`src/axf_map.svh`:
```
// constants and field positions of the axis gpio and input filter block
`ifndef AXF_MAP_SVH
`define AXF_MAP_SVH

// write port register select codes
`define AXF_REG_MODE        2'h0
`define AXF_REG_FCFG        2'h1
`define AXF_REG_GPO         2'h2
`define AXF_AXIS_X          1'h0
`define AXF_AXIS_Y          1'h1

// register fields
`define AXF_MODE_STATUS_OUTPUT_SELECT_BIT  7
`define AXF_FCFG_MSB        15
`define AXF_FCFG_LSB        8
`define AXF_GPO_X_MSB       7
`define AXF_GPO_X_LSB       0
`define AXF_GPO_Y_MSB       15
`define AXF_GPO_Y_LSB       8
`define AXF_STS_GIN_MSB     13
`define AXF_STS_GIN_LSB     8
`define AXF_GIN_LINK_MSB    5
`define AXF_GIN_LINK_LSB    2

// fields of the stored filter config byte
`define AXF_FE0             0
`define AXF_FE1             1
`define AXF_FE2             2
`define AXF_FE3             3
`define AXF_FE4             4
`define AXF_FL_MSB          7
`define AXF_FL_LSB          5

// reset values
`define AXF_GPO_RST         16'h0000
`define AXF_FCFG_RST        8'h00
`define AXF_PIN_RST         8'h00
`define AXF_STS_RST         16'h0000

// timing: integrator spans eight ticks, tick is delay / 8
`define AXF_CLK_MHZ         125
`define AXF_TICK0_NS        250
`define AXF_TICK1_NS        32000
`define AXF_PRESC_W         18
`define AXF_INT_FULL        4'h8
`define AXF_INT_EMPTY       4'h0
`define AXF_NSIG            15

`endif

```
`src/axf_pkg.sv`:
```
// types of the axis gpio and input filter block
package axf_pkg;

    // filterable inputs of one axis, lsb first: limits, stops, servo, pulser, general
    typedef struct packed {
        logic [5:0] gin;
        logic       expm;
        logic       expp;
        logic       alarm;
        logic       inpos;
        logic       stop2;
        logic       stop1;
        logic       stop0;
        logic       lmtm;
        logic       lmtp;
    } axf_axis_in_t;

    // state of one filtered input
    typedef struct packed {
        logic [2:0] sy;
        logic       lvl;
        logic [3:0] cnt;
        logic       flt;
        logic       out;
    } axf_filt_st_t;

    // state of the top block
    typedef struct packed {
        logic [15:0] gpo;
        logic [7:0]  fcfg_x;
        logic [7:0]  fcfg_y;
        logic        status_output_select_x;
        logic        status_output_select_y;
        logic [7:0]  pin_x;
        logic [7:0]  pin_y;
        logic [15:0] sts_x;
        logic [15:0] sts_y;
        logic [17:0] presc_x;
        logic [17:0] presc_y;
    } axf_state_t;

endpackage
```
`src/axf_filt.sv`:
```
// one integrating input filter with its pin synchroniser
`timescale 1ns/1ps
`include "axf_map.svh"
module axf_filt (
    input  wire logic ref_clk,
    input  wire logic resetn,
    input  wire logic pin,
    input  wire logic tick,
    input  wire logic flt_en,
    output logic      level
);
    import axf_pkg::*;

    axf_filt_st_t st_r;
    axf_filt_st_t st_nxt;

    // sync, integrate on each tick, pick filtered or raw
    always_comb begin
        st_nxt    = st_r;
        st_nxt.sy = {st_r.sy[1:0], pin};
        // a change counts once stages two and three agree
        if (st_r.sy[1] == st_r.sy[2]) begin
            st_nxt.lvl = st_r.sy[2];
        end
        if (!flt_en) begin
            // track the raw level so enabling later causes no glitch
            st_nxt.cnt = st_r.lvl ? `AXF_INT_FULL : `AXF_INT_EMPTY;
            st_nxt.flt = st_r.lvl;
        end else if (tick) begin
            // short noise never walks the integrator to a bound
            if (st_r.lvl && st_r.cnt != `AXF_INT_FULL) begin
                st_nxt.cnt = st_r.cnt + 4'h1;
            end else if (!st_r.lvl && st_r.cnt != `AXF_INT_EMPTY) begin
                st_nxt.cnt = st_r.cnt - 4'h1;
            end
            if (st_nxt.cnt == `AXF_INT_FULL) begin
                st_nxt.flt = 1'b1;
            end else if (st_nxt.cnt == `AXF_INT_EMPTY) begin
                st_nxt.flt = 1'b0;
            end
        end
        st_nxt.out = flt_en ? st_r.flt : st_r.lvl;
    end

    always_ff @(posedge ref_clk) begin
        if (!resetn) begin
            st_r <= '0;
        end else begin
            st_r <= st_nxt;
        end
    end

    assign level = st_r.out;
endmodule // axf_filt

```
`src/axf_gpio.sv`:
```
// per-axis general io, shared output pins and input filter control
`timescale 1ns/1ps
`include "axf_map.svh"
module axf_gpio #(
    parameter logic [17:0] TICK0_CYC = 18'(`AXF_TICK0_NS * `AXF_CLK_MHZ / 1000),
    parameter logic [17:0] TICK1_CYC = 18'(`AXF_TICK1_NS * `AXF_CLK_MHZ / 1000)
) (
    input  wire logic                 REF_CLK,
    input  wire logic                 RESETN,
    input  wire logic                 WR_STB,
    input  wire logic [1:0]           WR_REG,
    input  wire logic                 WR_AXIS,
    input  wire logic [15:0]          WR_DATA,
    input  wire axf_pkg::axf_axis_in_t X_IN,
    input  wire axf_pkg::axf_axis_in_t Y_IN,
    input  wire logic                 EMG_IN,
    input  wire logic                 INTERP_ACTIVE,
    input  wire logic                 X_CMP_OUT_EN,
    input  wire logic                 Y_CMP_OUT_EN,
    input  wire logic [7:0]           X_CMP_OUT,
    input  wire logic [7:0]           Y_CMP_OUT,
    input  wire logic [7:0]           X_DRV_STATUS,
    input  wire logic [7:0]           Y_DRV_STATUS,
    output axf_pkg::axf_axis_in_t     X_FLT,
    output axf_pkg::axf_axis_in_t     Y_FLT,
    output logic                      EMG_FLT,
    output logic [15:0]               X_INPUT_STATUS,
    output logic [15:0]               Y_INPUT_STATUS,
    output logic [7:0]                X_OUT,
    output logic [7:0]                Y_OUT
);
    import axf_pkg::*;

    axf_state_t                          st_r;
    axf_state_t                          st_nxt;
    logic [1:0][`AXF_NSIG-1:0]           raw_in;
    logic [1:0][`AXF_NSIG-1:0]           grp_en;
    logic [1:0][`AXF_NSIG-1:0]           flt_out;
    logic [1:0]                          tick;
    logic [`AXF_PRESC_W-1:0]             per_x;
    logic [`AXF_PRESC_W-1:0]             per_y;
    axf_axis_in_t                        fx;
    axf_axis_in_t                        fy;
    logic [5:0]                          gin_x;
    logic [5:0]                          gin_y;
    logic                                emg_level;

    ////////////////////////////////////////////////////////////////////////////
    // filter time base

    // tick period per code; tick is one eighth of the delay
    function automatic logic [`AXF_PRESC_W-1:0] tick_period(input logic [2:0] sel);
        logic [`AXF_PRESC_W-1:0] p;
        p = TICK0_CYC;
        if (sel != 3'h0) begin
            p = TICK1_CYC << (sel - 3'h1);
        end
        return p;
    endfunction

    // time select per axis from the config field
    assign per_x   = tick_period(st_r.fcfg_x[`AXF_FL_MSB:`AXF_FL_LSB]);
    assign per_y   = tick_period(st_r.fcfg_y[`AXF_FL_MSB:`AXF_FL_LSB]);
    // counted in system clocks, so timing scales with the clock
    assign tick[0] = (st_r.presc_x >= per_x - 18'h1);
    assign tick[1] = (st_r.presc_y >= per_y - 18'h1);

    ////////////////////////////////////////////////////////////////////////////
    // filter bank

    assign raw_in[0] = X_IN;
    assign raw_in[1] = Y_IN;

    // group enables spread over the inputs of each axis
    assign grp_en[0] = {{6{st_r.fcfg_x[`AXF_FE4]}}, {2{st_r.fcfg_x[`AXF_FE3]}},
                        {2{st_r.fcfg_x[`AXF_FE2]}}, st_r.fcfg_x[`AXF_FE1], {4{st_r.fcfg_x[`AXF_FE0]}}};
    assign grp_en[1] = {{6{st_r.fcfg_y[`AXF_FE4]}}, {2{st_r.fcfg_y[`AXF_FE3]}},
                        {2{st_r.fcfg_y[`AXF_FE2]}}, st_r.fcfg_y[`AXF_FE1], {4{st_r.fcfg_y[`AXF_FE0]}}};

    // identical filter for each input of both axes
    for (genvar a = 0; a < 2; a++) begin : g_axis
        for (genvar b = 0; b < `AXF_NSIG; b++) begin : g_sig
            axf_filt u_filt (
                .ref_clk (REF_CLK),
                .resetn  (RESETN),
                .pin     (raw_in[a][b]),
                .tick    (tick[a]),
                .flt_en  (grp_en[a][b]),
                .level   (flt_out[a][b])
            );
        end
    end

    // shared emergency input uses X timing and the X enable only
    axf_filt u_emg (
        .ref_clk (REF_CLK),
        .resetn  (RESETN),
        .pin     (EMG_IN),
        .tick    (tick[0]),
        .flt_en  (st_r.fcfg_x[`AXF_FE0]),
        .level   (emg_level)
    );

    assign fx      = flt_out[0];
    assign fy      = flt_out[1];
    assign X_FLT   = fx;
    assign Y_FLT   = fy;
    assign EMG_FLT = emg_level;

    // interpolation link owns general inputs five to two
    always_comb begin
        gin_x = fx.gin;
        gin_y = fy.gin;
        if (INTERP_ACTIVE) begin
            gin_x[`AXF_GIN_LINK_MSB:`AXF_GIN_LINK_LSB] = 4'h0;
            gin_y[`AXF_GIN_LINK_MSB:`AXF_GIN_LINK_LSB] = 4'h0;
        end
    end

    ////////////////////////////////////////////////////////////////////////////
    // registers, pins and status

    // write decode, prescalers, pin mux and status capture
    always_comb begin
        st_nxt = st_r;
        if (WR_STB) begin
            if (WR_REG == `AXF_REG_MODE) begin
                if (WR_AXIS == `AXF_AXIS_X) begin
                    st_nxt.status_output_select_x = WR_DATA[`AXF_MODE_STATUS_OUTPUT_SELECT_BIT];
                end else begin
                    st_nxt.status_output_select_y = WR_DATA[`AXF_MODE_STATUS_OUTPUT_SELECT_BIT];
                end
            end else if (WR_REG == `AXF_REG_FCFG) begin
                if (WR_AXIS == `AXF_AXIS_X) begin
                    st_nxt.fcfg_x = WR_DATA[`AXF_FCFG_MSB:`AXF_FCFG_LSB];
                end else begin
                    st_nxt.fcfg_y = WR_DATA[`AXF_FCFG_MSB:`AXF_FCFG_LSB];
                end
            end else if (WR_REG == `AXF_REG_GPO) begin
                st_nxt.gpo = WR_DATA;
            end
        end
        // free-running tick counters; a code change takes effect within one period
        st_nxt.presc_x = tick[0] ? '0 : st_r.presc_x + 18'h1;
        st_nxt.presc_y = tick[1] ? '0 : st_r.presc_y + 18'h1;
        // status output wins, then comparison, then general levels
        if (st_r.status_output_select_x) begin
            st_nxt.pin_x = X_DRV_STATUS;
        end else if (X_CMP_OUT_EN) begin
            st_nxt.pin_x = X_CMP_OUT;
        end else begin
            st_nxt.pin_x = st_r.gpo[`AXF_GPO_X_MSB:`AXF_GPO_X_LSB];
        end
        if (st_r.status_output_select_y) begin
            st_nxt.pin_y = Y_DRV_STATUS;
        end else if (Y_CMP_OUT_EN) begin
            st_nxt.pin_y = Y_CMP_OUT;
        end else begin
            st_nxt.pin_y = st_r.gpo[`AXF_GPO_Y_MSB:`AXF_GPO_Y_LSB];
        end
        // high reads as one, other status bits belong elsewhere
        st_nxt.sts_x = `AXF_STS_RST;
        st_nxt.sts_y = `AXF_STS_RST;
        st_nxt.sts_x[`AXF_STS_GIN_MSB:`AXF_STS_GIN_LSB] = gin_x;
        st_nxt.sts_y[`AXF_STS_GIN_MSB:`AXF_STS_GIN_LSB] = gin_y;
    end

    // reset drops outputs low and bypasses every filter
    always_ff @(posedge REF_CLK) begin
        if (!RESETN) begin
            st_r         <= '0;
            st_r.gpo     <= `AXF_GPO_RST;
            st_r.fcfg_x  <= `AXF_FCFG_RST;
            st_r.fcfg_y  <= `AXF_FCFG_RST;
            st_r.pin_x   <= `AXF_PIN_RST;
            st_r.pin_y   <= `AXF_PIN_RST;
        end else begin
            st_r <= st_nxt;
        end
    end

    // six inputs and eight outputs per axis
    assign X_INPUT_STATUS = st_r.sts_x;
    assign Y_INPUT_STATUS = st_r.sts_y;
    assign X_OUT          = st_r.pin_x;
    assign Y_OUT          = st_r.pin_y;
endmodule // axf_gpio

```
`config.mk`:
```
export PLATFORM = sky130hd
export DESIGN_NAME = axf_gpio
export DESIGN_NICKNAME = d
export VERILOG_FILES = /design/src/axf_pkg.sv /design/src/axf_filt.sv /design/src/axf_gpio.sv
export VERILOG_INCLUDE_DIRS = /design/src
export SDC_FILE = /design/constraint.sdc
export NUM_CORES = 1
export LEC_CHECK = 0
export BUFFER_PORTS_ARGS = -buffer_cell sky130_fd_sc_hd__buf_4
export CAP_MARGIN = 20
export CORE_AREA = 4 4 208 210
export CTS_BUF_LIST = sky130_fd_sc_hd__clkbuf_8
export CTS_CLUSTER_DIAMETER = 40
export DETAILED_ROUTE_END_ITERATION = 10
export DIE_AREA = 0 0 212 214
export GPL_TIMING_DRIVEN = 0
export MAX_ROUTING_LAYER = met4
export PLACE_DENSITY_LB_ADDON = 0.12
export RECOVER_POWER = 50
export SKIP_LAST_GASP = 1
export SLEW_MARGIN = 20
export SYNTH_ARGS = -nofsm -noshare
export SYNTH_HDL_FRONTEND = slang
export SYNTH_SLANG_ARGS = --single-unit
```
`constraint.sdc`:
```
create_clock -name REF_CLK -period 8.85 [get_ports REF_CLK]
set_clock_uncertainty 0.2 [all_clocks]
set_input_delay 1.3275 -clock REF_CLK [delete_from_list [all_inputs] [get_ports REF_CLK]]
set_output_delay 1.3275 -clock REF_CLK [all_outputs]
set_load 0.02 [all_outputs]
```
## Yosys cells after proc, flatten, opt, wreduce, memory -nomap -nowiden

Cells that the tools add are included.

| storage, ports and cells | value |
|---|---|
| register bits | 428 |
| output and inout port bits | 79 |
| logic and storage cells | 895 |

| cells by class | value |
|---|---|
| muxes and demuxes | 316 |
| shift-type cells | 2 |
| $add $sub $neg | 68 |
| reduce and logical (&&, ||, !) cells | 197 |
| order comparisons | 2 |
| bitwise operators | 4 |
| equal/unequal tests | 136 |

Operators with widths:

| operator | number |
|---|---|
| 4-bit two-way mux | 155 |
| 5-bit two-way mux | 62 |
| 4-bit by 1-bit adder with 4-bit output (second input constant) | 31 |
| 4-bit equality test (second input constant) | 31 |
| 4-bit zero test | 31 |
| 4-bit != test (second input constant) | 31 |
| 4-bit nonzero test | 31 |
| 4-bit by 1-bit subtractor with 4-bit output (second input constant) | 31 |
| 1-bit two-way mux | 93 |
| 3-bit by 1-bit != test with 1-bit output (second input constant) | 31 |
| 1-bit logical AND | 62 |
| 2-bit AND reduction | 31 |
| 18-bit by 1-bit adder with 18-bit output (second input constant) | 2 |
| 18-bit greater-or-equal comparator | 2 |
| 18-bit two-way mux | 2 |
| 12-bit by 3-bit left shift with 18-bit output (first input constant) | 2 |
| 18-bit by 1-bit subtractor with 18-bit output (second input constant) | 2 |
| 8-bit two-way mux | 4 |
| 1-bit equality test | 31 |
| 1-bit zero test | 31 |
| 2-bit by 1-bit != test with 1-bit output (second input constant) | 10 |
| 4-bit AND reduction | 3 |
| 3-bit AND reduction | 2 |
| 3-bit nonzero test | 2 |
| other kinds (6) | 12 |

## Logic depth before layout (Yosys ltp)

Gate-level depths: netlist (run 1).

| logic depth | value |
|---|---|
| word-level depth | 12 |
| mapped depth | 19 |

## Cells and area by module

A second synthesis (run 1) with hierarchy kept.

| second synthesis, totals | value |
|---|---|
| cell total of the unflattened synthesis | 2,933 |
| area, all modules | 24,268.3 um^2 |

Modules (own cells, without submodules):

| module | area an instance (um^2) | cells each | seq. area each (um^2) | times used |
|---|---|---|---|---|
| axf_filt (g_axis[0].g_sig[10].u_filt ...) | 603.1 | 73 | 200.2 | 30 |
| axf_gpio | 5,626.6 | 678 | 1,961.9 | 1 |
| axf_filt (g_axis[0].g_sig[0].u_filt) | 549.3 | 65 | 200.2 | 1 |

## Least setup slack after synthesis (run 1)

OpenSTA, ideal clock, no wires.

| timing | value |
|---|---|
| kind | flip-flop to flip-flop |
| from | register st_r[99] (netlist name) |
| to | register g_axis[0].g_sig[1].u_filt.st_r[2] (netlist name) |
| data arrival time | 3,628 ps |
| slack | 4,894 ps |
| required time | 8,522 ps |
| stages on the path, launching flop included | 19 |
| clock period less this slack | 3,956 ps |
| path through | dfxtp_1 -> inv_1 -> ha_1 -> inv_1 -> ha_1 -> clkbuf_1 -> o211ai_1 -> a21oi_1 -> nand3_1 -> nand3_1 -> ha_1 -> a21oi_1 -> o21ai_0 -> nor4_1 -> clkbuf_1 -> buf_2 -> a21oi_1 -> xnor2_1 -> nor2_1 |

| on the way | value |
|---|---|
| word-level cells in the longest chain between the ends | 6 |

RTL lines:

| item | line | source |
|---|---|---|
| start, declared | axf_gpio.sv:34 | `axf_state_t st_r;` |
| start signal, assigned | axf_gpio.sv:178 | `st_r <= st_nxt;` |
| 3-bit by 1-bit subtractor with 3-bit output | axf_gpio.sv:56 | `p = TICK1_CYC << (sel - 3'h1);` |
| 12-bit by 3-bit left shift with 18-bit output | axf_gpio.sv:56 |  |
| 18-bit two-way mux * | axf_gpio.sv:55 | `if (sel != 3'h0) begin` |
| 18-bit by 1-bit subtractor with 18-bit output * | axf_gpio.sv:65 | `assign tick[0] = (st_r.presc_x >= per_x - 18'h1);` |
| 18-bit greater-or-equal comparator * | axf_gpio.sv:65 |  |
| 2-bit by 1-bit != test with 1-bit output (no source line) * | n/a |  |
| end signal, assigned | axf_filt.sv:49 | `st_r <= st_nxt;` |
| end, declared | axf_filt.sv:14 | `axf_filt_st_t st_r;` |

Mark *: on every way between the ends. The rest lies on a longest branch, timed or not.
A chain may end at the register's enable or synchronous reset.

## Worst setup path after layout (run 1)

| timing | value |
|---|---|
| from | register st_r[99] (netlist name) |
| to | register g_axis[0].g_sig[3].u_filt.st_r[5] (netlist name) |

| on the way | value |
|---|---|
| word-level cells in the longest chain between the ends | 6 |

RTL lines:

| item | line |
|---|---|
| 3-bit by 1-bit subtractor with 3-bit output | axf_gpio.sv:56 |
| 12-bit by 3-bit left shift with 18-bit output | axf_gpio.sv:56 |
| 18-bit two-way mux * | axf_gpio.sv:55 |
| 18-bit by 1-bit subtractor with 18-bit output * | axf_gpio.sv:65 |
| 18-bit greater-or-equal comparator * | axf_gpio.sv:65 |
| 2-bit by 1-bit != test with 1-bit output (no source line) * | n/a |
| end signal, assigned | axf_filt.sv:49 |
| end, declared | axf_filt.sv:14 |

Marked as above.

==> results.md, run 1 <==
* Root buffer selected by CTS: clkbuf_8
* Element type at the critical path end: flip-flop
* CTS tree: done
* Non-filler instance count after layout at 3634
* Vias at 20900
* HP Class: flip-flop to flip-flop
* P_leak at 10.2 nW
* Worst-case hold path end point: g_axis[1].g_sig[14].u_filt.st_nxt[9]
* Share of cells above drive strength 1 at 11.1%
* Number of flops mapped to enable cells by yosys at 0
* GRT Total Usage at 27.8%
* RSZ-0062 raised after global routing: no
* Design area at 0.0259 mm2
* Met2 usage at 43.0%
* Peak supply drop at 0.167 mV
* Avg WL per Cell at 17.7 um
* Setup Crit Path Kind: flip-flop to flip-flop
* Most common cell after layout, fill and taps aside: dfxtp_1
* Post-DP Area at 0.0245 mm2
* Yosys warning count at 0
* CP arrival at 5.88 ns
* Multi-input gate area at 0.0127 mm2
* Count of final max-slew check failures at 0
* Netlist cell types at 80
* Placer Congestion at 0.919
* Initial antenna violation count at 1
* Cell count after synthesis at 2801
* Grt ovf at 0
* CTS sink cnt at 408
* Drt drc at 0
* Required time of the critical path at 9.15 ns
* Starting Density at 54.5%
* Ports at 167
* # setup viols final at 0
* Die ar. at 0.0454 mm2
* Worst R2R Start: st_r[99]
* CTS max path bufs at 3
* Max Fclk at 0.179 GHz
* CTS H-Tree Depth at 3
* Synth Area per Inst at 8.08 um2
* Worst reg2reg path depth at 17
* Most frequent cells in the layout: dfxtp_1 (408), nor2_1 (279), nand2_1 (254)
* Routed Antenna Nets at 0
* GR Util met3 at 5.49%
* Fill count at 3765
* Final Cycle Share at 63.0%
* Final hold violations at 0
* Worst-path maximum fanout at 10
* Min-delay src: g_axis[1].g_sig[14].u_filt.st_nxt[8]
* Setup repair bufs after CTS at 0
* R2r setup slk at 3.27 ns
* Total core area at 0.0416 mm2
* Crit path launch: st_r[99]
* DRC marker count from the first detailed-route iteration at 1605
* Worst slew pin tran at 1.12 ns
* Vias in the first global route at 19400
* Slew margin rel. at 25.6%
* Setup tns final at 0 ns
* Placed cell count at 3502
* CTS buffer count at 76
* Hold path cells at 1
* Area grow syn2layout at 14.4%
* Final nets at 3235
* Pin count of the biggest net entering global routing at 11
* Fraction of registers with async set/reset at 0%
* Final min period at 5.58 ns
* Average vias per placed instance at 5.74
* Half-perimeter wire length after placement at 45200 um
* MaxCap Viol Count at 0
* PD cells at 158 mW/mm2
* Status: complete, no violations
* Seq. cell area at 0.00817 mm2
* Most common flop cell mapped by yosys: dfxtp_1
* First drt pass iteration count at 7
* Register bit count reported by yosys at 408
* Post-CTS Hold Buffers at 0
* Cts repair resizes at 0
* GRT busiest layer: met2
* Drt total wl at 64400 um
* Netlist Area Pre-Place at 0.0226 mm2
* First-pass GRT wire length at 100000 um
* Worst skew pair latency at 0.65 ns
* Post-synthesis sequential area ratio at 36.1%
* I/O Buffers at 143
* Die width at 212 um
* Util after Layout at 62.3%
* Startpoint Class: flip-flop
* Row cnt at 75
* M1 GR Usage at 36.3%
* Die Span Y at 214 um
* Clock transition at path regs at 0.06 ns
* WHS at 0.224 ns
* Reg2Reg Capture Point: g_axis[0].g_sig[3].u_filt.st_r[5]
## per-layer routing
layer / vias up / part of all wire, %
met2: 813 / 45
met4: 0 / 3.6
li1: 10100 / -
met3: 161 / 7.8
met5: - / 0
met1: 9799 / 44
## cells in the mapped netlist, types with 71 or more instances
cell type,n,area (um2)
xnor2_1,71,622
buf_4,82,616
nand3_1,88,440
and2_1,113,707
nand2_1,254,953
dfxtp_1,408,8170
clkbuf_1,157,589
a21oi_1,212,1060
ha_1,106,1330
inv_1,126,473
mux2i_1,106,1060
o21ai_0,142,711
nor2_1,280,1050
## worst max-delay path: stages, from the launching register on
cell	delay [ns]
dfxtp_1	0.40
inv_1	0.18
ha_1	0.23
inv_1	0.06
ha_1	0.32
clkbuf_1	0.35
o211ai_1	0.18
a21oi_1	0.38
nand3_1	0.15
nand3_1	0.12
ha_1	0.27
a21oi_1	0.17
o21ai_0	0.12
nor4_1	0.80
clkbuf_1	0.66
nand3_1	0.51
mux2i_1	0.31
nor2_1	0.05
## flip-flops by register name, summed over array words and instances (netlist names), 2 cells and up
| signal | flops |
|---|---|
| X_INPUT_STATUS | 6 |
| X_OUT | 8 |
| Y_INPUT_STATUS | 6 |
| Y_OUT | 8 |
| g_axis.g_sig.u_filt.level | 30 |
| g_axis.g_sig.u_filt.st_nxt | 60 |
| g_axis.g_sig.u_filt.st_r | 210 |
| grp_en | 10 |
| st_r | 60 |
| u_emg.st_nxt | 2 |
| u_emg.st_r | 7 |
## worst max-delay path by stage
stage	endpoint	slack, ns	depth (start not counted)
floorplan	g_axis[0].g_sig[1].u_filt.st_r[2]	4.89	18
global route	u_emg.st_r[5]	2.95	17
finish	g_axis[0].g_sig[3].u_filt.st_r[5]	3.27	17
detailed placement	g_axis[0].g_sig[3].u_filt.st_r[5]	3.35	17
global placement	g_axis[0].g_sig[2].u_filt.st_r[5]	3.53	17
CTS	g_axis[0].g_sig[3].u_filt.st_r[5]	3.32	17
## area by class of cell
cell class / instances / area share, %
multi-input combinational: 2014 / 49.1
sequential: 408 / 31.5
buffer: 271 / 5.27
clock buffer: 98 / 5.21
timing repair buffer: 143 / 3.32
tap: 539 / 2.60
inverter: 127 / 1.84
clock inverter: 31 / 1.11
antenna: 3 / 0.0290
## per-stage QoR
step,total power (W),setup WS (ns)
2_1_floorplan,0.00207,4.89
3_3_place_gp,0.00216,3.53
3_5_place_dp,0.00217,3.35
4_1_cts,0.00412,3.32
5_1_grt,0.00423,2.95
6_report,0.00408,3.27
## kinds of logic (layout without fill, tap and decap cells)
logic type / after synthesis / in the layout / synth area share (%)
flops: 408 / 408 / 36.1
other cells: 1 / 23 / 0.0166
buf+inv: 398 / 670 / 8.13
xor+xnor: 128 / 128 / 4.95
fa+ha+maj: 106 / 106 / 5.86
compound gates: 597 / 597 / 16.6
simple gates: 1042 / 1042 / 22.9
mux: 121 / 121 / 5.48
## report_power, final
part,switching [W],internal (W)
registers,0.0000153,0.00187
clock network,0.000817,0.00114
logic,0.000150,0.0000930
(Power assumes the default switching activity.)
==> run 2, diff against run 1 <==
ABC_AREA = 1   (was default)
CORE_AREA = 4 4 207 209   (was 4 4 208 210)
DIE_AREA = 0 0 211 213   (was 0 0 212 214)
clock period = 5.3 ns   (was 8.85 ns; I/O delays follow)
==> results.md, run 2 <==
* Worst skew pair latency at 0.65 ns
* Startpoint Class: flip-flop
* CP arrival at 4.81 ns
* Fraction of registers with async set/reset at 0%
* Synth area leaders: dfxtp_1 (37%), nand2_1 (15%), nand3_1 (9.1%)
* Number of flip-flops in the largest register at 210
* Synth Area per Inst at 6.64 um2
* Row cnt at 74
* Count of final max-slew check failures at 0
* Cell Int Power at 0.00500 W
* Vias at 22200
* Die ar. at 0.0449 mm2
* GRT Total Usage at 27.7%
* Routed Antenna Nets at 0
* Pin count of the biggest net entering global routing at 12
* Die width at 211 um
* Root buffer selected by CTS: clkbuf_8
* Required time of the critical path at 5.65 ns
* Worst slew pin tran at 1.08 ns
* Drt drc at 0
* Worst-path maximum fanout at 10
* CTS sink cnt at 408
* Grt ovf at 0
* Sw Share at 26.2%
* Synth area leader: dfxtp_1
* Starting Density at 54.8%
* Placer Congestion at 0.947
* Most common cell after layout, fill and taps aside: nand2_1
* Most frequent cells in the layout: nand2_1 (866), inv_1 (482), dfxtp_1 (408), nand3_1 (408), nor2_1 (275)
* Setup tns final at 0 ns
* Clock power share at 45.6%
* Most instantiated cells after synthesis: nand2_1 (866), inv_1 (463), dfxtp_1 (408), nand3_1 (408), nor2_1 (275)
* Design area at 0.0255 mm2
* First drt pass iteration count at 6
* PD cells at 265 mW/mm2
* Vias in the first global route at 20800
* Initial antenna violation count at 0
* First-pass GRT wire length at 100000 um
* Peak supply drop at 0.225 mV
* Synth top area share at 36.5%
* Crit-path cells: inv_1 > ha_1 > inv_1 > ha_1 > inv_1 > nand2_1 > nand2_1 > inv_1 > nand2_1 > inv_1 > nand3_1 > nor2_2 > xor2_1 > ha_1 > nand2_1 > inv_1 > o21ai_1 > nand2_1 > a21oi_4 > nand3_2 > inv_2 > buf_4 > nand2_1 > a21oi_1
* I/O Buffers at 145
* Final min period at 4.45 ns
* P_leak at 12.3 nW
* Register bit count reported by yosys at 408
* Element type at the critical path end: flip-flop
* Logic pwr share at 7.8%
* Final Cycle Share at 84.0%
* Number of flops mapped to enable cells by yosys at 0
* Average vias per placed instance at 5.29
* DRC marker count from the first detailed-route iteration at 1753
* Half-perimeter wire length after placement at 44900 um
* Seq pwr share at 46.7%
* CP peak stage delay at 0.46 ns
* Cell count after synthesis at 3370
* Total core area at 0.0408 mm2
* Final hold violations at 0
* Final nets at 3810
* Setup repair bufs after CTS at 0
* Fill count at 3835
* Multi-input gate area at 0.0115 mm2
* CTS tree: done
* Slowest CP cell: dfxtp_1
* N_diodes at 0
* Max Fclk at 0.225 GHz
* Clock transition at path regs at 0.06 ns
* Ports at 167
* Share of cells above drive strength 1 at 9.67%
* Top-count cell post-synth: nand2_1
* CTS buffer count at 80
* RSZ-0062 raised after global routing: no
* Yosys warning count at 0
* Psw at 0.00177 W
* Post-DP Area at 0.0242 mm2
* Area grow syn2layout at 14.2%
* # setup viols final at 0
* Netlist cell types at 48
* Slew margin rel. at 27.7%
* Netlist Area Pre-Place at 0.0224 mm2
* CTS H-Tree Depth at 3
* Cts repair resizes at 0
* Drt total wl at 61800 um
* Setup Crit Path Kind: flip-flop to flip-flop
* Avg WL per Cell at 14.7 um
* Top reg by flops: g_axis.g_sig.u_filt.st_r
* Die Span Y at 213 um
* Status: complete, no violations
* HP Class: input pin to flip-flop
* Seq. cell area at 0.00817 mm2
* Post-synthesis sequential area ratio at 36.5%
* Post-CTS Hold Buffers at 0
* Most common flop cell mapped by yosys: dfxtp_1
* CTS max path bufs at 3
* MaxCap Viol Count at 0
-- run 2: cell families after synthesis --
| logic type | share of synthesized area (%) |
|---|---|
| compound gates | 10.9 |
| xor+xnor | 1.14 |
| fa+ha+maj | 5.93 |
| buf+inv | 12.5 |
| flops | 36.5 |
| other cells | 0.0168 |
| simple gates | 33.0 |
-- run 2: area by class of cell --
class / count / share of cell area (%)
plain buffers: 177 / 3.97
clock buffers: 92 / 4.96
repair buffers: 145 / 3.41
clock inverters: 46 / 1.16
multi-input cells: 2332 / 45.0
flip-flops and latches: 408 / 32.0
inverters: 472 / 6.94
well taps: 532 / 2.61
-- run 2: metal layers --
metal	track usage (%)	vias up	wire [um]
met1	34.9	10100	27300
met2	45.7	708	28700
met4	9.97	0	2170
met5	-	-	0
met3	4.17	161	3690
li1	-	11200	-
-- run 2: stage by stage --
stage	util [%]	setup WS, ns	instances	power [W]	hold WS, ns
after floorplan	-	1.79	3389	0.00355	0.190
after global placement	59.3	1.10	4066	0.00374	0.191
after detailed placement	59.3	0.980	4066	0.00375	0.195
after CTS	63.1	0.900	4204	0.00685	0.0912
after global routing	62.6	0.567	4204	0.00707	0.108
final	62.6	0.849	4204	0.00678	0.137
-- run 2: worst max-delay path, delay by kind of cell, from the launching register on --
family | cells | cell delay [ns]
xor gates and xnor gates | 1 | 0.16
AOI/OAI and AO/OA | 3 | 0.51
buffers and inverters | 8 | 1.08
adders and majority gates | 3 | 0.79
DFF | 1 | 0.46
and+or+nand+nor | 9 | 1.16
-- run 2: worst paths after layout --
check                                       from                                    to  slack, ns  cells past startpoint
min reg2reg  g_axis[0].g_sig[9].u_filt.st_nxt[8]   g_axis[0].g_sig[9].u_filt.st_nxt[9]       0.21                      2
min                                     X_IN[14]  g_axis[0].g_sig[14].u_filt.st_nxt[8]       0.14                      3
max                                     st_r[99]    g_axis[0].g_sig[11].u_filt.st_r[3]       0.85                     24
max reg2reg                             st_r[99]    g_axis[0].g_sig[11].u_filt.st_r[3]       0.85                     24
-- run 2: power by group through the flow --
| stage | sequential (W) | combinational [W] | clock [W] |
|---|---|---|---|
| 2_1_floorplan | 0.00322 | 0.000334 | 0 |
| 3_3_place_gp | 0.00323 | 0.000514 | 0 |
| 3_5_place_dp | 0.00323 | 0.000527 | 0 |
| 4_1_cts | 0.00316 | 0.000529 | 0.00316 |
| 5_1_grt | 0.00317 | 0.000585 | 0.00332 |
| 6_report | 0.00316 | 0.000525 | 0.00309 |
